<file path="src/rtl/dsd_pkg.sv">
/*
  Constants, register map and carrier types of the device status and
  diagnostics block. Assumes a single 25 MHz clock domain.

  // What this block does
  // - Modem power-on command powers modem 300 s, shows countdown, then off.
  // - Dispatch call steps power-up, init, connect, sends frame, hangs up.
  // - Battery readout gives percent and voltage; absent battery gives comm error.
  // - Freeze command holds displayed measured values constant.
  // - Summary latches every status bit active since last summary reset.
  // - Summary reset from keypad or software loads present current status.
  // - Summary reset only with service switch on; else refused with message.
  // - Device test runs seconds, leaves measurement alone, ignores switch, lists faults.
  // - Full test daily, swap test hourly, also at power-on and on request.
  // - Indicator shows error if any error bit, else warning, else ok.
  // - Checksum faults set bits 0, 1, 2, 22 and 23.
  // - Memory faults set bits 3, 26 and 27.
  // - Full change archive sets bit 5 and blocks parameter changes.
  // - Unauthorised sensor swap or parameter change sets bit 6.
  // - Sensor communication failure sets bit 7; transducer fault sets bit 8.
  // - Main battery near 10 percent sets bit 9; disconnected sets bit 19.
  // - Clock correction beyond 2 h sets bit 4.
  // - Compressibility table failure sets bit 10; out of scope sets bit 17.
  // - Channel one range and fault bits 32, 33, 36, 37, 38, 41.
  // - Channel two range and fault bits 48, 49, 52, 53, 54, 57.
  // - Encoder fault bit 20, modem battery bit 15, barometer fault bit 46.
  // - Service switch on shows as warning bit 63 and gates summary reset.
*/
package dsd_pkg;

  // Register byte offsets
  localparam logic [7:0] REG_CTRL = 8'h00;
  localparam logic [7:0] REG_STAT = 8'h04;
  localparam logic [7:0] REG_CUR_LO = 8'h08;
  localparam logic [7:0] REG_CUR_HI = 8'h0C;
  localparam logic [7:0] REG_SUM_LO = 8'h10;
  localparam logic [7:0] REG_SUM_HI = 8'h14;
  localparam logic [7:0] REG_COUNT = 8'h18;
  localparam logic [7:0] REG_MBAT = 8'h1C;
  localparam logic [7:0] REG_TEST_LO = 8'h20;
  localparam logic [7:0] REG_TEST_HI = 8'h24;

  // Command bit positions in the control register
  localparam int CMD_MODEM_ON = 0;
  localparam int CMD_CALL = 1;
  localparam int CMD_BAT = 2;
  localparam int CMD_FREEZE = 3;
  localparam int CMD_UNFREEZE = 4;
  localparam int CMD_SUM_RESET = 5;
  localparam int CMD_DEV_TEST = 6;

  // Status word bit positions
  localparam int BIT_ARCHIVE_FULL = 5;
  localparam int BIT_SERVICE_SW = 63;

  // Error and warning bit sets of the 64-bit status word
  localparam logic [63:0] ERR_MASK = 64'h02734273_0CDA87FF;
  localparam logic [63:0] WRN_MASK = 64'hE18C3D8C_33057800;

  // Reset values
  localparam logic [63:0] STATUS_RST = 64'h0;
  localparam logic [31:0] WORD_RST = 32'h0;

  // Timing
  localparam longint SECOND_NS = 1000000000;
  localparam longint CLK_PERIOD_NS = 40;
  localparam int unsigned CYC_PER_SEC = int'(SECOND_NS / CLK_PERIOD_NS);
  localparam logic [8:0] MODEM_ON_S = 9'd300;
  localparam logic [3:0] TEST_S = 4'h3;
  localparam logic [11:0] HOUR_S = 12'd3600;
  localparam logic [16:0] DAY_S = 17'd86400;

  // AXI responses
  localparam logic [1:0] RESP_OKAY = 2'h0;
  localparam logic [1:0] RESP_SLVERR = 2'h2;

  // Short summary indicator
  typedef enum logic [1:0] {IND_OK, IND_WRN, IND_ERR} dsd_ind_t;

  // Modem sequencer states
  typedef enum logic [2:0] {
    M_OFF, M_WINDOW, M_PWRUP, M_INIT, M_CONNECT, M_SEND, M_HANGUP
  } dsd_mstate_t;

  // Keypad command pulses
  typedef struct packed {
    logic modem_on;
    logic call;
    logic bat;
    logic freeze;
    logic unfreeze;
    logic sum_reset;
    logic dev_test;
  } dsd_key_t;

  // Modem progress reports
  typedef struct packed {
    logic powered;
    logic init_done;
    logic connected;
    logic frame_done;
    logic hung_up;
  } dsd_modem_in_t;

  // Modem requests
  typedef struct packed {
    logic power;
    logic init;
    logic dial;
    logic send_frame;
    logic hangup;
  } dsd_modem_out_t;

  // Modem battery report
  typedef struct packed {
    logic valid;
    logic present;
    logic [7:0] pct;
    logic [15:0] mv;
  } dsd_bat_t;

endpackage

</file>
<file path="src/rtl/dsd_status_diag.sv">
/*
  Device status and diagnostics: current and summary status words,
  indicator, self-test scheduler, modem service sequencer, modem battery
  readout and value freeze, with an AXI4-Lite register slave.
  Assumes fault conditions arrive as synchronous live levels and that the
  modem side reports progress as synchronous levels or pulses.
*/
// The address map and the AXI4-Lite register port were left to the implementer.
`timescale 1ns/10ps
module dsd_status_diag import dsd_pkg::*; #(
  parameter int unsigned TICK_CYCLES = CYC_PER_SEC
) (
  // Clock and reset
  input wire logic clock,
  input wire logic rst,
  // AXI4-Lite write address and data
  input wire logic awvalid,
  output logic awready,
  input wire logic [7:0] awaddr,
  input wire logic wvalid,
  output logic wready,
  input wire logic [31:0] wdata,
  input wire logic [3:0] wstrb,
  // AXI4-Lite write response
  output logic bvalid,
  input wire logic bready,
  output logic [1:0] bresp,
  // AXI4-Lite read
  input wire logic arvalid,
  output logic arready,
  input wire logic [7:0] araddr,
  output logic rvalid,
  input wire logic rready,
  output logic [31:0] rdata,
  output logic [1:0] rresp,
  // Fault conditions and switch
  input wire logic [63:0] fault_cond,
  input wire logic service_switch,
  // Keypad
  input wire dsd_key_t key_cmd,
  // Modem
  input wire dsd_modem_in_t modem_in,
  output dsd_modem_out_t modem_out,
  input wire dsd_bat_t modem_bat,
  output logic bat_req,
  // Measured values
  input wire logic [31:0] live_value,
  output logic [31:0] shown_value,
  // Diagnostics outputs
  output dsd_ind_t indicator,
  output logic param_lock,
  output logic refuse_msg,
  output logic full_test_run,
  output logic swap_test_req,
  output logic [8:0] modem_countdown
);

  // Address decode shared by read and write paths
  function automatic logic mapped(input logic [7:0] a);
    case (a)
      REG_CTRL, REG_STAT, REG_CUR_LO, REG_CUR_HI, REG_SUM_LO, REG_SUM_HI,
      REG_COUNT, REG_MBAT, REG_TEST_LO, REG_TEST_HI: mapped = 1'b1;
      default: mapped = 1'b0;
    endcase
  endfunction

  // Write channel: both halves taken together, one response outstanding
  logic wr_take;
  logic next_bvalid;
  logic [1:0] next_bresp;
  logic [6:0] sw_cmd;
  assign wr_take = awvalid && wvalid && !bvalid;
  assign awready = wr_take;
  assign wready = wr_take;

  always_comb begin
    next_bvalid = bvalid;
    next_bresp = bresp;
    sw_cmd = 7'h00;
    if (bvalid && bready) begin
      next_bvalid = 1'b0;
    end
    if (wr_take) begin
      next_bvalid = 1'b1;
      next_bresp = mapped(awaddr) ? RESP_OKAY : RESP_SLVERR;
      if (awaddr == REG_CTRL && wstrb[0]) begin
        sw_cmd = wdata[6:0];
      end
    end
  end

  always_ff @(posedge clock or posedge rst) begin
    if (rst) begin
      bvalid <= 1'b0;
      bresp <= RESP_OKAY;
    end else begin
      bvalid <= next_bvalid;
      bresp <= next_bresp;
    end
  end

  // Commands from keypad and from software are merged
  logic c_modem_on, c_call, c_bat, c_freeze, c_unfreeze, c_sum, c_test;
  assign c_modem_on = key_cmd.modem_on | sw_cmd[CMD_MODEM_ON];
  assign c_call = key_cmd.call | sw_cmd[CMD_CALL];
  assign c_bat = key_cmd.bat | sw_cmd[CMD_BAT];
  assign c_freeze = key_cmd.freeze | sw_cmd[CMD_FREEZE];
  assign c_unfreeze = key_cmd.unfreeze | sw_cmd[CMD_UNFREEZE];
  assign c_sum = key_cmd.sum_reset | sw_cmd[CMD_SUM_RESET];
  assign c_test = key_cmd.dev_test | sw_cmd[CMD_DEV_TEST];

  // Second tick shared by all timers
  logic [31:0] tick_cnt, next_tick_cnt;
  logic sec_tick;
  assign sec_tick = (tick_cnt == TICK_CYCLES - 1);

  always_comb begin
    next_tick_cnt = sec_tick ? 32'h0 : tick_cnt + 32'h1;
  end

  always_ff @(posedge clock or posedge rst) begin
    if (rst) begin
      tick_cnt <= 32'h0;
    end else begin
      tick_cnt <= next_tick_cnt;
    end
  end

  // Current status follows live conditions; error and warning bits only
  logic [63:0] cur_next_w;
  always_comb begin
    cur_next_w = fault_cond & (ERR_MASK | WRN_MASK);
    cur_next_w[BIT_SERVICE_SW] = service_switch;
  end

  // Summary status with gated reset; refusal message held until next try
  logic [63:0] cur, sum, next_sum;
  logic next_refuse;
  always_comb begin
    next_sum = sum | cur;
    next_refuse = refuse_msg;
    if (c_sum) begin
      if (service_switch) begin
        next_sum = cur;
        next_refuse = 1'b0;
      end else begin
        next_refuse = 1'b1;
      end
    end
  end

  always_ff @(posedge clock or posedge rst) begin
    if (rst) begin
      cur <= STATUS_RST;
      sum <= STATUS_RST;
      refuse_msg <= 1'b0;
    end else begin
      cur <= cur_next_w;
      sum <= next_sum;
      refuse_msg <= next_refuse;
    end
  end

  // Indicator from the summary, error before warning
  always_comb begin
    if (|(sum & ERR_MASK)) begin
      indicator = IND_ERR;
    end else if (|(sum & WRN_MASK)) begin
      indicator = IND_WRN;
    end else begin
      indicator = IND_OK;
    end
  end

  // Full archive blocks parameter changes but nothing else
  assign param_lock = cur[BIT_ARCHIVE_FULL];

  // Test scheduler: power-on, daily and requested full tests, hourly swap
  logic boot, next_boot;
  logic [16:0] day_cnt, next_day_cnt;
  logic [11:0] hour_cnt, next_hour_cnt;
  logic [3:0] test_left, next_test_left;
  logic next_full, next_swap;
  logic [63:0] test_res, next_test_res;

  always_comb begin
    next_boot = 1'b0;
    next_day_cnt = day_cnt;
    next_hour_cnt = hour_cnt;
    next_test_left = test_left;
    next_full = full_test_run;
    next_swap = 1'b0;
    next_test_res = test_res;
    if (sec_tick) begin
      next_day_cnt = (day_cnt == DAY_S - 17'd1) ? 17'd0 : day_cnt + 17'd1;
      next_hour_cnt = (hour_cnt == HOUR_S - 12'd1) ? 12'd0 :
                      hour_cnt + 12'd1;
      if (hour_cnt == HOUR_S - 12'd1) begin
        next_swap = 1'b1;
      end
      if (full_test_run) begin
        next_test_left = test_left - 4'h1;
        if (test_left == 4'h1) begin
          next_full = 1'b0;
          next_test_res = cur;
        end
      end
    end
    // Switch position is not looked at here
    if (!full_test_run && (boot || c_test ||
        (sec_tick && day_cnt == DAY_S - 17'd1))) begin
      next_full = 1'b1;
      next_test_left = TEST_S;
    end
  end

  always_ff @(posedge clock or posedge rst) begin
    if (rst) begin
      boot <= 1'b1;
      day_cnt <= 17'd0;
      hour_cnt <= 12'd0;
      test_left <= 4'h0;
      full_test_run <= 1'b0;
      swap_test_req <= 1'b0;
      test_res <= STATUS_RST;
    end else begin
      boot <= next_boot;
      day_cnt <= next_day_cnt;
      hour_cnt <= next_hour_cnt;
      test_left <= next_test_left;
      full_test_run <= next_full;
      swap_test_req <= next_swap;
      test_res <= next_test_res;
    end
  end

  // Modem sequencer; a new command is ignored while one is running
  dsd_mstate_t mstate, next_mstate;
  logic [8:0] next_count;
  always_comb begin
    next_mstate = mstate;
    next_count = modem_countdown;
    case (mstate)
      M_OFF: begin
        if (c_modem_on) begin
          next_mstate = M_WINDOW;
          next_count = MODEM_ON_S;
        end else if (c_call) begin
          next_mstate = M_PWRUP;
        end
      end
      M_WINDOW: begin
        if (sec_tick) begin
          next_count = modem_countdown - 9'd1;
          if (modem_countdown == 9'd1) begin
            next_mstate = M_OFF;
          end
        end
      end
      M_PWRUP: if (modem_in.powered) next_mstate = M_INIT;
      M_INIT: if (modem_in.init_done) next_mstate = M_CONNECT;
      M_CONNECT: if (modem_in.connected) next_mstate = M_SEND;
      // Acceptance is up to the far end; only completion is awaited
      M_SEND: if (modem_in.frame_done) next_mstate = M_HANGUP;
      M_HANGUP: if (modem_in.hung_up) next_mstate = M_OFF;
      default: next_mstate = M_OFF;
    endcase
  end

  always_ff @(posedge clock or posedge rst) begin
    if (rst) begin
      mstate <= M_OFF;
      modem_countdown <= 9'd0;
    end else begin
      mstate <= next_mstate;
      modem_countdown <= next_count;
    end
  end

  // Modem requests decoded from the sequencer state
  always_comb begin
    modem_out.power = (mstate != M_OFF);
    modem_out.init = (mstate == M_INIT);
    modem_out.dial = (mstate == M_CONNECT);
    modem_out.send_frame = (mstate == M_SEND);
    modem_out.hangup = (mstate == M_HANGUP);
  end

  // Modem battery readout: request pulse, then latched report
  logic [31:0] mbat, next_mbat;
  logic next_bat_req;
  always_comb begin
    next_bat_req = c_bat;
    next_mbat = mbat;
    if (modem_bat.valid) begin
      if (modem_bat.present) begin
        next_mbat = {8'h00, modem_bat.mv, modem_bat.pct};
      end else begin
        next_mbat = 32'h80000000;
      end
    end
  end

  always_ff @(posedge clock or posedge rst) begin
    if (rst) begin
      bat_req <= 1'b0;
      mbat <= WORD_RST;
    end else begin
      bat_req <= next_bat_req;
      mbat <= next_mbat;
    end
  end

  // Freeze holds the shown value; live path otherwise
  logic frozen, next_frozen;
  logic [31:0] next_shown;
  always_comb begin
    next_frozen = frozen;
    if (c_freeze) begin
      next_frozen = 1'b1;
    end else if (c_unfreeze) begin
      next_frozen = 1'b0;
    end
    next_shown = frozen ? shown_value : live_value;
  end

  always_ff @(posedge clock or posedge rst) begin
    if (rst) begin
      frozen <= 1'b0;
      shown_value <= WORD_RST;
    end else begin
      frozen <= next_frozen;
      shown_value <= next_shown;
    end
  end

  // Status word for software
  logic [31:0] stat_word;
  always_comb begin
    stat_word = 32'h0;
    stat_word[1:0] = indicator;
    stat_word[2] = refuse_msg;
    stat_word[3] = full_test_run;
    stat_word[6:4] = mstate;
    stat_word[7] = frozen;
    stat_word[8] = param_lock;
    stat_word[9] = service_switch;
  end

  // Read channel: one cycle to answer, held until taken
  logic next_rvalid;
  logic [31:0] next_rdata;
  logic [1:0] next_rresp;
  assign arready = !rvalid;

  always_comb begin
    next_rvalid = rvalid;
    next_rdata = rdata;
    next_rresp = rresp;
    if (rvalid && rready) begin
      next_rvalid = 1'b0;
    end
    if (arvalid && !rvalid) begin
      next_rvalid = 1'b1;
      next_rresp = mapped(araddr) ? RESP_OKAY : RESP_SLVERR;
      case (araddr)
        REG_CTRL: next_rdata = {28'h0, frozen, 3'h0};
        REG_STAT: next_rdata = stat_word;
        REG_CUR_LO: next_rdata = cur[31:0];
        REG_CUR_HI: next_rdata = cur[63:32];
        REG_SUM_LO: next_rdata = sum[31:0];
        REG_SUM_HI: next_rdata = sum[63:32];
        REG_COUNT: next_rdata = {23'h0, modem_countdown};
        REG_MBAT: next_rdata = mbat;
        REG_TEST_LO: next_rdata = test_res[31:0];
        REG_TEST_HI: next_rdata = test_res[63:32];
        default: next_rdata = 32'h0;
      endcase
    end
  end

  always_ff @(posedge clock or posedge rst) begin
    if (rst) begin
      rvalid <= 1'b0;
      rdata <= WORD_RST;
      rresp <= RESP_OKAY;
    end else begin
      rvalid <= next_rvalid;
      rdata <= next_rdata;
      rresp <= next_rresp;
    end
  end

endmodule

</file>
<file path="config.mk">
export PLATFORM = sky130hd
export DESIGN_NAME = dsd_status_diag
export DESIGN_NICKNAME = d
export VERILOG_FILES = /design/src/rtl/dsd_pkg.sv /design/src/rtl/dsd_status_diag.sv
export SDC_FILE = /design/constraint.sdc
export NUM_CORES = 1
export LEC_CHECK = 0
export ABC_AREA = 1
export BUFFER_PORTS_ARGS = -buffer_cell sky130_fd_sc_hd__buf_2
export CAP_MARGIN = 0
export CORE_ASPECT_RATIO = 1.2
export CORE_UTILIZATION = 55
export CTS_BUF_LIST = sky130_fd_sc_hd__clkbuf_8
export DETAILED_ROUTE_END_ITERATION = 12
export GPL_TIMING_DRIVEN = 1
export PLACE_DENSITY = 0.79
export SLEW_MARGIN = 20
export SYNTH_ARGS = -nofsm -noshare
export SYNTH_HDL_FRONTEND = slang
export SYNTH_SLANG_ARGS = --single-unit
</file>
<file path="constraint.sdc">
create_clock -name clock -period 14.9 [get_ports clock]
set_input_delay 2.98 -clock clock [delete_from_list [all_inputs] [get_ports clock]]
set_output_delay 2.98 -clock clock [all_outputs]
set_load 0.005 [all_outputs]
</file>
==> results_dict.tcl <==
set metrics [dict create \
    status "completed" \
    wl_um 44200 \
    async_flop_share_pct 100 \
    syn_area_um2 16100 \
    die_h_um 190 \
    design_area_um2 18700 \
    h-tree-depth 2 \
    final.period_utilization_pct 44.9 \
    die_w_um 158 \
    synth_top_area_cell "dfrtp_1" \
    power_density_nw_per_um2 111 \
    whs_path_depth 1 \
    cp-start-kind "primary input" \
    area.growth.synth_to_final_pct 16.0 \
    antennaDiodeCount 0 \
    critical_path.endpoint_type "output port" \
    setup_viol 0 \
    synth_most_common_cell "nand2_1" \
    layout-drive-gt1-share_pct 15.7 \
    synthTopCellsByArea "dfrtp_1 54%, nand2_1 13%, inv_1 5.8%" \
    cp_max_fo 9 \
    cts-resized-gates 0 \
    ys_warn_count 0 \
    wire_per_inst_um 16.5 \
    portBuffers 249 \
    grt_usage_pct 30.1 \
    core_area_um2 28800 \
    gp_congestion 0.930 \
    drv_cap 0 \
    grt_pass1_wl_um 70500 \
    fin_nets 2467 \
    synth_common_cells "571 x nand2_1, 346 x dfrtp_1, 247 x inv_1, 239 x nor2_1, 164 x o21ai_0" \
    yosysTopAreaCellShare_pct 53.7 \
    place_hpwl_um 30700 \
    route.detailed.drc 0 \
    min_path_type "reg2reg" \
    path_clk_slew_ns 0.06 \
    grt_start_max_net_pins 134 \
    finalHoldViolations 0 \
    ff2ff_path_depth 7 \
    cts_made_buffers 54 \
    clkSinkCount 347 \
    dr.pass1.iters 6 \
    tightest_slew_ns 1.02 \
    synth_edf_count 0 \
    synth_seq_cells 347 \
    ios 288 \
    ant_nets 0 \
    slew_headroom_pct 32.3 \
    required_ns 11.92 \
    antenna_found_initial 0 \
    finClkSkew_ns 0.0260 \
    placed_area_um2 17600 \
    power_leakage_nw 9.81 \
    max-vdd-ir-drop_v 0.0000778 \
    tns_ns 0 \
    rr_startpoint "test_left[1]$_DFFE_PP0P_" \
    reg2reg_slack_ns 11.96 \
    yosysSeqAreaShare_pct 53.9 \
    endpoint "awready" \
    arrival_ns 3.71 \
    die_area_um2 30000 \
    rsz0062_at_grt "false" \
    drv_slew 0 \
    clock_path_buffers 3 \
    grt_pass1_vias 14090 \
    syn_inst 2018 \
    synth_area_per_cell_um2 7.99 \
    ys.flop_type "dfrtp_1" \
    power_mw 2.07 \
    path_class "in2out" \
    cts_tree "done" \
    clk_latency_ns 0.60 \
    cp-startpoint "wvalid" \
    period_minus_slack_ns 6.69 \
    cts_setup_buffers 0 \
    route.vias.total 14285 \
    rows 68 \
    hold_buffers 0 \
    drt_iter0_markers 1233 \
    start_util_pct 56.0 \
    max_freq_mhz 149 \
    min-delay-start "tick_cnt[0]$_DFF_PP0_" \
    routed_via_density 5.32 \
    root_buffer "clkbuf_8" \
    nFillCells 2472 \
    grt-ovfl-total 0 \
    rr_endpoint "test_res[15]$_DFFE_PP0P_" \
    synth.distinct_cells 39 \
]
[state kept, by name (all words and copies together), names as in the netlist, 3 cells and up]
signal / count
modem_countdown: 9
day_cnt: 17
mstate: 3
sum: 57
tick_cnt: 32
rdata: 32
shown_value: 32
mbat: 25
test_left: 4
hour_cnt: 12
test_res: 57
cur: 57
[how the worst min path moves through the flow]
stage	to	slack [ns]
6_report	tick_cnt[0]$_DFF_PP0_	0.46
2_1_floorplan	tick_cnt[0]$_DFF_PP0_	0.43
3_5_place_dp	tick_cnt[0]$_DFF_PP0_	0.45
3_3_place_gp	tick_cnt[0]$_DFF_PP0_	0.45
5_1_grt	tick_cnt[0]$_DFF_PP0_	0.50
4_1_cts	tick_cnt[0]$_DFF_PP0_	0.46
[report_power, final]
| part | internal [mW] | switching [mW] | total [mW] |
|---|---|---|---|
| logic | 0.0817 | 0.148 | 0.230 |
| clock network | 0.434 | 0.371 | 0.805 |
| registers | 0.992 | 0.0458 | 1.04 |
[logic make-up after synthesis]
group	Yosys count	share of synthesized area, %
AO/OA/AOI/OAI	253	8.42
XOR/XNOR	49	2.66
adder cells (fa/ha/maj)	8	0.621
buffers and inverters	326	8.06
flip-flops	347	53.9
other	1	0.0233
AND/OR/NAND/NOR	1034	26.3
[critical path, cell delays in order]
cell and delay [ns]:
buf_2 0.09, nand3_1 0.14, clkinv_1 0.27, buf_2 0.22
[layer usage]
metal  up-vias  GRT usage (%)  share of wire [%]  wire, um
met1      6724           37.2                 39     17300
met4         0           14.9                5.1      2270
met3       129           4.85                6.9      3050
met5         -              0                  0         0
li1       6819              -                  -         -
met2       613           51.0                 49     21600
[final cells by class]
cell class / count / area, um2 / area share [%]
multi-input combinational: 1347 / 6150 / 32.9
timing repair buffer: 262 / 1340 / 7.19
tap: 385 / 482 / 2.58
inverter: 253 / 957 / 5.12
clock buffer: 66 / 908 / 4.86
clock inverter: 27 / 174 / 0.930
sequential: 347 / 8680 / 46.4
[placed cells by master (no fill, tap or decap), drive strengths merged, types with 3 or more instances in the layout]
master  instances
nand2         572
dfrtp         346
inv           267
buf           262
nor2          244
o21ai         202
nand3         150
clkbuf         66
xor2           42
nor3           36
nand4          27
o21bai         16
a21oi          11
clkinv         10
a21o            8
o22ai           8
ha              8
xnor2           7
o31ai           3
conb            3
[metrics by stage]
step | util, % | hold slack, ns | setup slack (ns) | std cells
2_1_floorplan | - | 0.433 | 2.30 | 2020
3_3_place_gp | 61.2 | 0.449 | 8.18 | 2594
3_5_place_dp | 61.2 | 0.454 | 8.19 | 2594
4_1_cts | 65.0 | 0.462 | 8.19 | 2687
5_1_grt | 65.0 | 0.499 | 8.14 | 2687
6_report | 65.0 | 0.457 | 8.21 | 2687
Power figures use the tool's default switching activity.
